### config.mk
export PLATFORM = sky130hd
export DESIGN_NAME = dcs_channel_status
export DESIGN_NICKNAME = d
export VERILOG_FILES = /design/src/dcs_pkg.sv /design/src/dcs_channel_status.sv
export VERILOG_INCLUDE_DIRS = /design/src /design/src/src
export SDC_FILE = /design/constraint.sdc
export NUM_CORES = 1
export LEC_CHECK = 0
export BUFFER_PORTS_ARGS = -buffer_cell sky130_fd_sc_hd__clkbuf_2
export CAP_MARGIN = 20
export CORE_ASPECT_RATIO = 0.9
export CORE_UTILIZATION = 55
export CTS_CLUSTER_SIZE = 12
export DETAILED_ROUTE_END_ITERATION = 8
export GPL_ROUTABILITY_DRIVEN = 0
export HOLD_SLACK_MARGIN = 0.12
export MAX_ROUTING_LAYER = met4
export PLACE_DENSITY = 0.79
export SLEW_MARGIN = 5
export SYNTH_ARGS = -nofsm -noshare
export SYNTH_HDL_FRONTEND = slang
export SYNTH_SLANG_ARGS = --single-unit
### constraint.sdc
create_clock -name aclk -period 3.32 [get_ports aclk]
set_input_delay 0.664 -clock aclk [delete_from_list [all_inputs] [get_ports aclk]]
set_output_delay 0.664 -clock aclk [all_outputs]
set_load 0.005 [all_outputs]
### src/dcs_map.svh
// Register map, field positions and reset values of the channel status block
// Function
// - Bits 31:24 show live delay countdown; reset zero.
// - Bits 23:16 show remaining completion threshold count; reset one.
// - Bits 15:8 show remaining drop threshold count; reset one.
// - Bit 7 sets on channel error; with its enable, drives interrupt.
// - Flags 7..3 clear on writing one; otherwise stay set.
// - Bit 6 sets on delay timer expiry; with its enable, drives interrupt.
// - Bit 5 sets only on completion of an end-of-frame descriptor.
// - Completion flag interrupts only when enabled and threshold reached zero.
// - Bit 4 sets on packet drop; interrupts when enabled and threshold exhausted.
// - Bit 3 sets on other-channel error; with its enable, drives interrupt.
// - Shortfall bit sets when queue empties mid-packet; packet kept, engine waits.
// - Shortfall may pulse on last descriptor; clears once final beat absorbed.
// - Idle bit one when tail reached and all finished; reset one.
// - Tail pointer write resumes fetching on an idle running channel.
// - Packets arriving while idle are discarded.
// - Delay countdown decrements once per 125 clock cycles.
// - Completion counter decrements per event; interrupt condition at zero.
// - Running delay countdown restarts on new packet or packet end; timeout stops it.
`ifndef DCS_MAP_SVH
`define DCS_MAP_SVH
// ----------------------------------------
// Offsets
// ----------------------------------------
`define DCS_OFF_CTRL    4'h0
`define DCS_OFF_STATUS  4'h4
`define DCS_OFF_TAIL    4'h8
// ----------------------------------------
// Fields
// ----------------------------------------
`define DCS_F_CNT0_HI   31
`define DCS_F_CNT0_LO   24
`define DCS_F_CNT1_HI   23
`define DCS_F_CNT1_LO   16
`define DCS_F_CNT2_HI   15
`define DCS_F_CNT2_LO   8
`define DCS_F_ERR       7
`define DCS_F_DLY       6
`define DCS_F_CMP       5
`define DCS_F_DRP       4
`define DCS_F_PEER      3
`define DCS_F_RSV_HI    2
`define DCS_F_RSV_LO    1
`define DCS_F_SHORT     1
`define DCS_F_IDLE      0
`define DCS_F_RUN       0
`define DCS_TAIL_MASK   32'hFFFFFFC0
// ----------------------------------------
// Reset values and timing
// ----------------------------------------
`define DCS_CTRL_RST    32'h00010100
`define DCS_CNT_ONE     8'h01
`define DCS_CNT_ZERO    8'h00
`define DCS_DLY_TICK    7'h7D
`define DCS_RESP_OKAY   2'h0
`define DCS_RESP_SLVERR 2'h2
`endif

### src/dcs_pkg.sv
// Types of the channel status block
package dcs_pkg;
  typedef enum logic [3:0] {
    DCS_SEL_NONE   = 4'h1,
    DCS_SEL_CTRL   = 4'h2,
    DCS_SEL_STATUS = 4'h4,
    DCS_SEL_TAIL   = 4'h8
  } dcs_sel_e;

  typedef struct packed {
    logic        aw_hold;
    logic [3:0]  aw_addr;
    logic        w_hold;
    logic [31:0] w_data;
    logic [3:0]  w_strb;
    logic        bvalid;
    logic [1:0]  bresp;
    logic        rvalid;
    logic [31:0] rdata;
    logic [1:0]  rresp;
    logic [31:0] ctrl;
    logic [31:0] tail;
    logic [7:0]  dly_cnt;
    logic [7:0]  cmp_cnt;
    logic [7:0]  drp_cnt;
    logic [4:0]  flags;
    logic        shortfall;
    logic        idle;
    logic        in_pkt;
    logic        dly_run;
    logic [6:0]  pre;
    logic        cmp_met;
    logic        drp_met;
    logic        irq;
    logic        fetch;
    logic        discard;
  } dcs_state_s;
endpackage

### src/dcs_channel_status.sv
// Per-channel status register bank with AXI4-Lite slave
//
// The placing of the registers and the AXI4-Lite slave port were decided locally.
`timescale 1ns/1ps
`default_nettype none
`include "dcs_map.svh"
module dcs_channel_status (
  // Clock and reset
  input  wire logic        aclk,
  input  wire logic        aresetn,
  // AXI4-Lite write address
  input  wire logic [3:0]  s_axi_awaddr,
  input  wire logic        s_axi_awvalid,
  output logic             s_axi_awready,
  // AXI4-Lite write data
  input  wire logic [31:0] s_axi_wdata,
  input  wire logic [3:0]  s_axi_wstrb,
  input  wire logic        s_axi_wvalid,
  output logic             s_axi_wready,
  // AXI4-Lite write response
  output logic [1:0]       s_axi_bresp,
  output logic             s_axi_bvalid,
  input  wire logic        s_axi_bready,
  // AXI4-Lite read address
  input  wire logic [3:0]  s_axi_araddr,
  input  wire logic        s_axi_arvalid,
  output logic             s_axi_arready,
  // AXI4-Lite read data
  output logic [31:0]      s_axi_rdata,
  output logic [1:0]       s_axi_rresp,
  output logic             s_axi_rvalid,
  input  wire logic        s_axi_rready,
  // Engine events
  input  wire logic        error_event,
  input  wire logic        peer_error_event,
  input  wire logic        desc_done,
  input  wire logic        desc_eof,
  input  wire logic        pkt_arrive,
  input  wire logic        last_beat,
  input  wire logic        queue_drained,
  // Engine controls
  output logic             channel_run_bit,
  output logic             fetch_start,
  output logic             pkt_discard,
  output logic             irq_out
);

  dcs_pkg::dcs_state_s st_reg;
  dcs_pkg::dcs_state_s st_next;

  // ----------------------------------------
  // Address decode
  // ----------------------------------------
  function automatic dcs_pkg::dcs_sel_e dcs_decode(input logic [3:0] addr);
    case (addr)
      `DCS_OFF_CTRL:   dcs_decode = dcs_pkg::DCS_SEL_CTRL;
      `DCS_OFF_STATUS: dcs_decode = dcs_pkg::DCS_SEL_STATUS;
      `DCS_OFF_TAIL:   dcs_decode = dcs_pkg::DCS_SEL_TAIL;
      default:         dcs_decode = dcs_pkg::DCS_SEL_NONE;
    endcase
  endfunction

  function automatic logic [31:0] dcs_merge(input logic [31:0] old,
                                            input logic [31:0] data,
                                            input logic [3:0]  strb);
    logic [31:0] m;
    m = old;
    for (int i = 0; i < 4; i++) begin
      if (strb[i]) begin
        m[i*8 +: 8] = data[i*8 +: 8];
      end
    end
    dcs_merge = m;
  endfunction

  // ----------------------------------------
  // Status word
  // ----------------------------------------
  logic [31:0] status_word;
  always_comb begin
    status_word = 32'h00000000;
    status_word[`DCS_F_CNT0_HI:`DCS_F_CNT0_LO] = st_reg.dly_cnt;
    status_word[`DCS_F_CNT1_HI:`DCS_F_CNT1_LO] = st_reg.cmp_cnt;
    status_word[`DCS_F_CNT2_HI:`DCS_F_CNT2_LO] = st_reg.drp_cnt;
    status_word[`DCS_F_ERR:`DCS_F_PEER] = st_reg.flags;
    status_word[`DCS_F_SHORT] = st_reg.shortfall;
    status_word[`DCS_F_IDLE] = st_reg.idle;
  end

  // ----------------------------------------
  // Next state
  // ----------------------------------------
  logic        wr_go;
  logic        rd_go;
  logic        tick;
  logic        accept_pkt;
  logic        cmp_evt;
  logic        drp_evt;
  logic [4:0]  clr;
  logic [4:0]  set;
  logic [31:0] wval;
  dcs_pkg::dcs_sel_e wsel;

  always_comb begin
    st_next = st_reg;
    st_next.fetch = 1'b0;
    st_next.discard = 1'b0;
    wsel = dcs_decode(st_reg.aw_addr);
    wr_go = st_reg.aw_hold && st_reg.w_hold && !st_reg.bvalid;
    rd_go = s_axi_arvalid && !st_reg.rvalid;
    wval = 32'h00000000;
    clr = 5'h00;

    // Address and data taken in either order, held until commit
    if (s_axi_awvalid && s_axi_awready) begin
      st_next.aw_hold = 1'b1;
      st_next.aw_addr = s_axi_awaddr;
    end
    if (s_axi_wvalid && s_axi_wready) begin
      st_next.w_hold = 1'b1;
      st_next.w_data = s_axi_wdata;
      st_next.w_strb = s_axi_wstrb;
    end
    if (st_reg.bvalid && s_axi_bready) begin
      st_next.bvalid = 1'b0;
    end
    if (wr_go) begin
      st_next.aw_hold = 1'b0;
      st_next.w_hold = 1'b0;
      st_next.bvalid = 1'b1;
      st_next.bresp = `DCS_RESP_OKAY;
      case (wsel)
        dcs_pkg::DCS_SEL_CTRL: begin
          wval = dcs_merge(st_reg.ctrl, st_reg.w_data, st_reg.w_strb);
          // Zero thresholds are not accepted
          if (wval[`DCS_F_CNT1_HI:`DCS_F_CNT1_LO] == `DCS_CNT_ZERO) begin
            wval[`DCS_F_CNT1_HI:`DCS_F_CNT1_LO] = st_reg.ctrl[`DCS_F_CNT1_HI:`DCS_F_CNT1_LO];
          end
          if (wval[`DCS_F_CNT2_HI:`DCS_F_CNT2_LO] == `DCS_CNT_ZERO) begin
            wval[`DCS_F_CNT2_HI:`DCS_F_CNT2_LO] = st_reg.ctrl[`DCS_F_CNT2_HI:`DCS_F_CNT2_LO];
          end
          wval[`DCS_F_RSV_HI:`DCS_F_RSV_LO] = 2'h0;
          st_next.ctrl = wval;
        end
        dcs_pkg::DCS_SEL_STATUS: begin
          // Only the flag byte is writable
          if (st_reg.w_strb[0]) begin
            clr = st_reg.w_data[`DCS_F_ERR:`DCS_F_PEER];
          end
        end
        dcs_pkg::DCS_SEL_TAIL: begin
          wval = dcs_merge(st_reg.tail, st_reg.w_data, st_reg.w_strb);
          st_next.tail = wval & `DCS_TAIL_MASK;
          if (st_reg.ctrl[`DCS_F_RUN] && st_reg.idle) begin
            st_next.fetch = 1'b1;
          end
        end
        default: begin
          st_next.bresp = `DCS_RESP_SLVERR;
        end
      endcase
    end

    // Read channel
    if (st_reg.rvalid && s_axi_rready) begin
      st_next.rvalid = 1'b0;
    end
    if (rd_go) begin
      st_next.rvalid = 1'b1;
      st_next.rresp = `DCS_RESP_OKAY;
      case (dcs_decode(s_axi_araddr))
        dcs_pkg::DCS_SEL_CTRL:   st_next.rdata = st_reg.ctrl;
        dcs_pkg::DCS_SEL_STATUS: st_next.rdata = status_word;
        dcs_pkg::DCS_SEL_TAIL:   st_next.rdata = st_reg.tail;
        default: begin
          st_next.rdata = 32'h00000000;
          st_next.rresp = `DCS_RESP_SLVERR;
        end
      endcase
    end

    // Packet intake; idle channel throws packets away
    accept_pkt = pkt_arrive && !st_reg.idle;
    drp_evt = pkt_arrive && st_reg.idle;
    st_next.discard = drp_evt;
    if (accept_pkt) begin
      st_next.in_pkt = 1'b1;
    end
    if (last_beat) begin
      st_next.in_pkt = 1'b0;
    end

    // Shortfall: packet kept, engine simply waits for descriptors
    if (queue_drained && st_reg.in_pkt && !last_beat) begin
      st_next.shortfall = 1'b1;
    end
    if (last_beat) begin
      st_next.shortfall = 1'b0;
    end

    // Idle tracking; a resuming tail write beats a drain in the same cycle
    if (queue_drained) begin
      st_next.idle = 1'b1;
    end
    if (st_next.fetch) begin
      st_next.idle = 1'b0;
    end

    // Delay countdown
    tick = 1'b0;
    if (st_reg.dly_run) begin
      if (st_reg.pre == `DCS_DLY_TICK - 7'h01) begin
        st_next.pre = 7'h00;
        tick = 1'b1;
      end else begin
        st_next.pre = st_reg.pre + 7'h01;
      end
    end
    set = 5'h00;
    set[`DCS_F_ERR - `DCS_F_PEER] = error_event;
    set[`DCS_F_PEER - `DCS_F_PEER] = peer_error_event;
    if (tick) begin
      if (st_reg.dly_cnt == `DCS_CNT_ONE) begin
        // Timeout ends the run; next packet end starts it again
        st_next.dly_cnt = `DCS_CNT_ZERO;
        st_next.dly_run = 1'b0;
        set[`DCS_F_DLY - `DCS_F_PEER] = 1'b1;
      end else begin
        st_next.dly_cnt = st_reg.dly_cnt - 8'h01;
      end
    end
    if ((last_beat || (accept_pkt && st_reg.dly_run)) &&
        st_reg.ctrl[`DCS_F_CNT0_HI:`DCS_F_CNT0_LO] != `DCS_CNT_ZERO) begin
      st_next.dly_cnt = st_reg.ctrl[`DCS_F_CNT0_HI:`DCS_F_CNT0_LO];
      st_next.dly_run = 1'b1;
      st_next.pre = 7'h00;
    end

    // Completion threshold, end-of-frame descriptors only
    cmp_evt = desc_done && desc_eof;
    set[`DCS_F_CMP - `DCS_F_PEER] = cmp_evt;
    if (cmp_evt) begin
      if (st_reg.cmp_cnt <= `DCS_CNT_ONE) begin
        st_next.cmp_cnt = st_reg.ctrl[`DCS_F_CNT1_HI:`DCS_F_CNT1_LO];
        st_next.cmp_met = 1'b1;
      end else begin
        st_next.cmp_cnt = st_reg.cmp_cnt - 8'h01;
      end
    end

    // Drop threshold
    set[`DCS_F_DRP - `DCS_F_PEER] = drp_evt;
    if (drp_evt) begin
      if (st_reg.drp_cnt <= `DCS_CNT_ONE) begin
        st_next.drp_cnt = st_reg.ctrl[`DCS_F_CNT2_HI:`DCS_F_CNT2_LO];
        st_next.drp_met = 1'b1;
      end else begin
        st_next.drp_cnt = st_reg.drp_cnt - 8'h01;
      end
    end

    // Sticky flags: a new event outranks a clear in the same cycle
    st_next.flags = (st_reg.flags & ~clr) | set;
    if (clr[`DCS_F_CMP - `DCS_F_PEER] && !set[`DCS_F_CMP - `DCS_F_PEER]) begin
      st_next.cmp_met = 1'b0;
    end
    if (clr[`DCS_F_DRP - `DCS_F_PEER] && !set[`DCS_F_DRP - `DCS_F_PEER]) begin
      st_next.drp_met = 1'b0;
    end

    // Interrupt from flag and enable pairs
    st_next.irq =
      (st_reg.flags[`DCS_F_ERR - `DCS_F_PEER] && st_reg.ctrl[`DCS_F_ERR]) ||
      (st_reg.flags[`DCS_F_DLY - `DCS_F_PEER] && st_reg.ctrl[`DCS_F_DLY]) ||
      (st_reg.flags[`DCS_F_CMP - `DCS_F_PEER] && st_reg.ctrl[`DCS_F_CMP] &&
       st_reg.cmp_met) ||
      (st_reg.flags[`DCS_F_DRP - `DCS_F_PEER] && st_reg.ctrl[`DCS_F_DRP] &&
       st_reg.drp_met) ||
      (st_reg.flags[`DCS_F_PEER - `DCS_F_PEER] && st_reg.ctrl[`DCS_F_PEER]);
  end

  // ----------------------------------------
  // State register
  // ----------------------------------------
  always_ff @(posedge aclk) begin
    if (!aresetn) begin
      st_reg           <= '0;
      st_reg.ctrl      <= `DCS_CTRL_RST;
      st_reg.dly_cnt   <= `DCS_CNT_ZERO;
      st_reg.cmp_cnt   <= `DCS_CNT_ONE;
      st_reg.drp_cnt   <= `DCS_CNT_ONE;
      st_reg.idle      <= 1'b1;
    end else begin
      st_reg <= st_next;
    end
  end

  // ----------------------------------------
  // Outputs
  // ----------------------------------------
  assign s_axi_awready   = !st_reg.aw_hold;
  assign s_axi_wready    = !st_reg.w_hold;
  assign s_axi_bvalid    = st_reg.bvalid;
  assign s_axi_bresp     = st_reg.bresp;
  assign s_axi_arready   = !st_reg.rvalid;
  assign s_axi_rvalid    = st_reg.rvalid;
  assign s_axi_rdata     = st_reg.rdata;
  assign s_axi_rresp     = st_reg.rresp;
  assign channel_run_bit = st_reg.ctrl[`DCS_F_RUN];
  assign fetch_start     = st_reg.fetch;
  assign pkt_discard     = st_reg.discard;
  assign irq_out         = st_reg.irq;

endmodule
`default_nettype wire

==> impl_metrics.csv <==
group,metric,value,unit
grt,antenna_found_initial,0,
die,row_count,40,
setup_path,cp-start-kind,"register",
synth,synth-seq-area-share,45.5,%
outcome,outcome,"completed",
cts,root_buffer,"clkbuf_16",
cts,clockBufferDepth,2,
cts,cts.reportedPaths.clkPinSlew,0.07,ns
cts,numCtsBuffers,17,
timing,finClkSkew,0.00893,ns
timing,setup_tns,0,ns
placed_design,io_buffers,97,
drt,drc_errors,0,
final_layout,regArea,0.00352,mm^2
final_layout,layout_commonest_cell,"dfxtp_1",
drt,drtIter0Drc,694,
min_path,min-delay-start,"s_axi_wdata[22]",
setup_path,slowest_stage,"or4_1",
synth,yosys_most_used_dff,"dfxtp_1",
power_and_ir_drop,pwr-share-clk,41.4,%
grt,use_met1,38.0,%
cts,cts.hold.buffers_added,0,
timing,fin_crit,2.09,ns
timing,post-route-period-util,63.0,%
synth,syn-cell-area,0.00774,mm^2
timing,hold-worst-slack,0.441,ns
setup_path,setup.worst_path.class,"register to register",
synth,avgSynthCellArea,8.34,um^2
synth,synth_edf_count,0,
power_and_ir_drop,power_per_cell_area,559,mW/mm^2
cts,postCtsSetupBuffers,0,
placed_design,dp_hpwl,12800,um
final_layout,fillCellCount,1174,
setup_path,cp.required,3.69,ns
final_layout,multi_input_area,0.00369,mm^2
drt,firstDrtPassIters,6,
timing,slew_violations,0,
final_layout,finalNonFillerCells,1173,
die,dieArea,0.0146,mm^2
power_and_ir_drop,p_seq_share,46.4,%
setup_path,rr_endpoint,"st_reg[11]",
setup_path,path_max_fanout,16,
power_and_ir_drop,pwr-share-comb,12.2,%
cts,cts_sinks,176,
synth,synth_seq_cells,176,
final_layout,antenna_cells,0,
grt,grt_pass1_wl,30600,um
final_layout,largest_reg_flops,137,
grt,grt_overflow_total,0,
die,core,0.0136,mm^2
placed_design,dp_cells,1139,
power_and_ir_drop,power.internal,3.60,mW
min_path,hold_depth,3,
drt,wl_per_cell,16.3,um
grt,track_usage,27.8,%
die,dieHeight,115,um
power_and_ir_drop,switching_share,26.5,%
drt,via_count,6791,
power_and_ir_drop,vdd_drop_max,394,uV
drt,ant_nets,0,
min_path,min_to,"st_reg[173]",
synth,ys_types,65,
setup_path,rr_worst_depth,4,
final_layout,nNetsFinal,1037,
grt,grt_max_degree,110,
cts,cts_resized,0,
timing,tightestPinTransition,0.751,ns
final_layout,drive_above_1_share,16.0,%
setup_path,cp.arrival,2.46,ns
setup_path,max_stage_delay,0.58,ns
min_path,hold_class,"input port to register",
setup_path,timing.rr.start,"st_reg[102]",
timing,hold_viol_final,0,
timing,fmax,0.478,GHz
drt,routed_wl,19100,um
die,dieWidth,127,um
final_layout,final_cell_mix,"dfxtp_1, nand2_1, a21oi_1",
grt,use_met2,40.9,%
timing,rsz0062_at_grt,"no",
timing,worst_slew_margin_rel,49.5,%
synth,synthCells,928,
grt,grt_pass1_vias,6129,
final_layout,areaGrowthSynthToFinish,13.2,%
grt,grtUsageMet3,5.98,%
synth,ys_warn_count,0,
drt,via_per_inst,5.79,
power_and_ir_drop,p_sw,1.30,mW
die,io-pin-count,103,
cts,htreeDepth,4,
run,max_cap_violations,0,
cts,cts_tree,"done",
cts,clock_latency,0.44,ns
setup_path,worstPathCellList,"or4_1, o2bb2ai_2, nand3_1, nor2_1",
synth,async_reset_ff_share,0,%
grt,busiest_layer,"met2",
timing,setup_viol,0,
die,start_util,57.1,%
setup_path,regToRegSetupSlack,1.23,ns
power_and_ir_drop,p_leak,3.52,nW
setup_path,cp-end-kind,"register",
==> worst max-delay path, delay by kind of cell, from the launching register on <==
family	cells	cell delay (ns)
AND/OR/NAND/NOR	3	1.11
AO/OA/AOI/OAI	1	0.56
flip-flops	1	0.36
==> kinds of logic after synthesis <==
kind of cell,synth area share (%)
XOR/XNOR,0.679
buffers and inverters,7.34
AND/OR/NAND/NOR,19.4
adder cells (fa/ha/maj),1.29
multiplexers,4.01
other,0.0484
AO/OA/AOI/OAI,21.7
flip-flops,45.5
==> stage by stage <==
step | worst slack (ns) | cell area (um^2) | total power [mW] | utilization (%)
final | 1.23 | 8770 | 4.90 | 64.6
after CTS | 1.19 | 8730 | 4.91 | 64.4
after global routing | 1.11 | 8770 | 5.09 | 64.6
after global placement | 1.20 | 8110 | 2.88 | 59.8
after floorplan | 1.38 | 7750 | 2.74 | -
after detailed placement | 1.19 | 8140 | 2.90 | 60.0
==> power groups by stage <==
stage,Clock (mW),Sequential [mW],Combinational (mW)
3_5_place_dp,0,2.32,0.580
2_1_floorplan,0,2.29,0.448
6_report,2.03,2.27,0.599
3_3_place_gp,0,2.31,0.562
5_1_grt,2.14,2.28,0.668
4_1_cts,2.05,2.27,0.586
==> metal layers <==
metal  vias up  wire [um]
li1       3350          -
met1      3158       9000
met2       260       8550
met3        23       1310
met4         0        231
met5         -          0
==> how the worst max path moves through the flow <==
stage,start,endpoint
3_3_place_gp,s_axi_arvalid,s_axi_rdata[22]
2_1_floorplan,aresetn,s_axi_rdata[0]
6_report,st_reg[102],st_reg[11]
5_1_grt,st_reg[101],st_reg[8]
4_1_cts,st_reg[184],st_reg[69]
3_5_place_dp,aresetn,st_reg[14]
==> synth_stat cells, types with 3 or more instances <==
| cell type | instances | area, um^2 |
|---|---|---|
| inv_1 | 24 | 90.1 |
| nand3b_1 | 3 | 22.5 |
| and4_1 | 3 | 26.3 |
| dfxtp_1 | 176 | 3520 |
| o2111ai_1 | 7 | 61.3 |
| nand3_1 | 43 | 215 |
| mux2i_1 | 31 | 310 |
| a22o_1 | 26 | 228 |
| nor2b_1 | 5 | 31.3 |
| o21a_1 | 5 | 37.5 |
| and2_1 | 4 | 25.0 |
| a211oi_1 | 3 | 22.5 |
| or4_1 | 4 | 30.0 |
| ha_1 | 8 | 100 |
| o31ai_1 | 5 | 37.5 |
| a21boi_0 | 4 | 30.0 |
| a22oi_1 | 7 | 52.6 |
| nand4_1 | 12 | 75.1 |
| nor4_1 | 5 | 31.3 |
| nand2_1 | 134 | 503 |
| clkbuf_1 | 47 | 176 |
| o21ai_0 | 60 | 300 |
| a32oi_1 | 4 | 35.0 |
| a2bb2oi_1 | 6 | 52.6 |
| nor2_1 | 68 | 255 |
| a21oi_1 | 114 | 571 |
| xor2_1 | 3 | 26.3 |
| buf_4 | 36 | 270 |
| o211ai_1 | 5 | 37.5 |
| buf_1 | 4 | 15.0 |
| nor3_1 | 19 | 95.1 |
| or3_1 | 6 | 37.5 |
| xnor2_1 | 3 | 26.3 |
==> area by class of cell <==
| cell class | instances | area share [%] |
|---|---|---|
| sequential | 176 | 40.2 |
| clock buffer | 20 | 4.98 |
| tap | 189 | 2.70 |
| clock inverter | 12 | 1.84 |
| timing repair buffer | 111 | 7.17 |
| inverter | 24 | 1.03 |
| multi-input combinational | 641 | 42.1 |
Power figures use the tool's default switching activity.
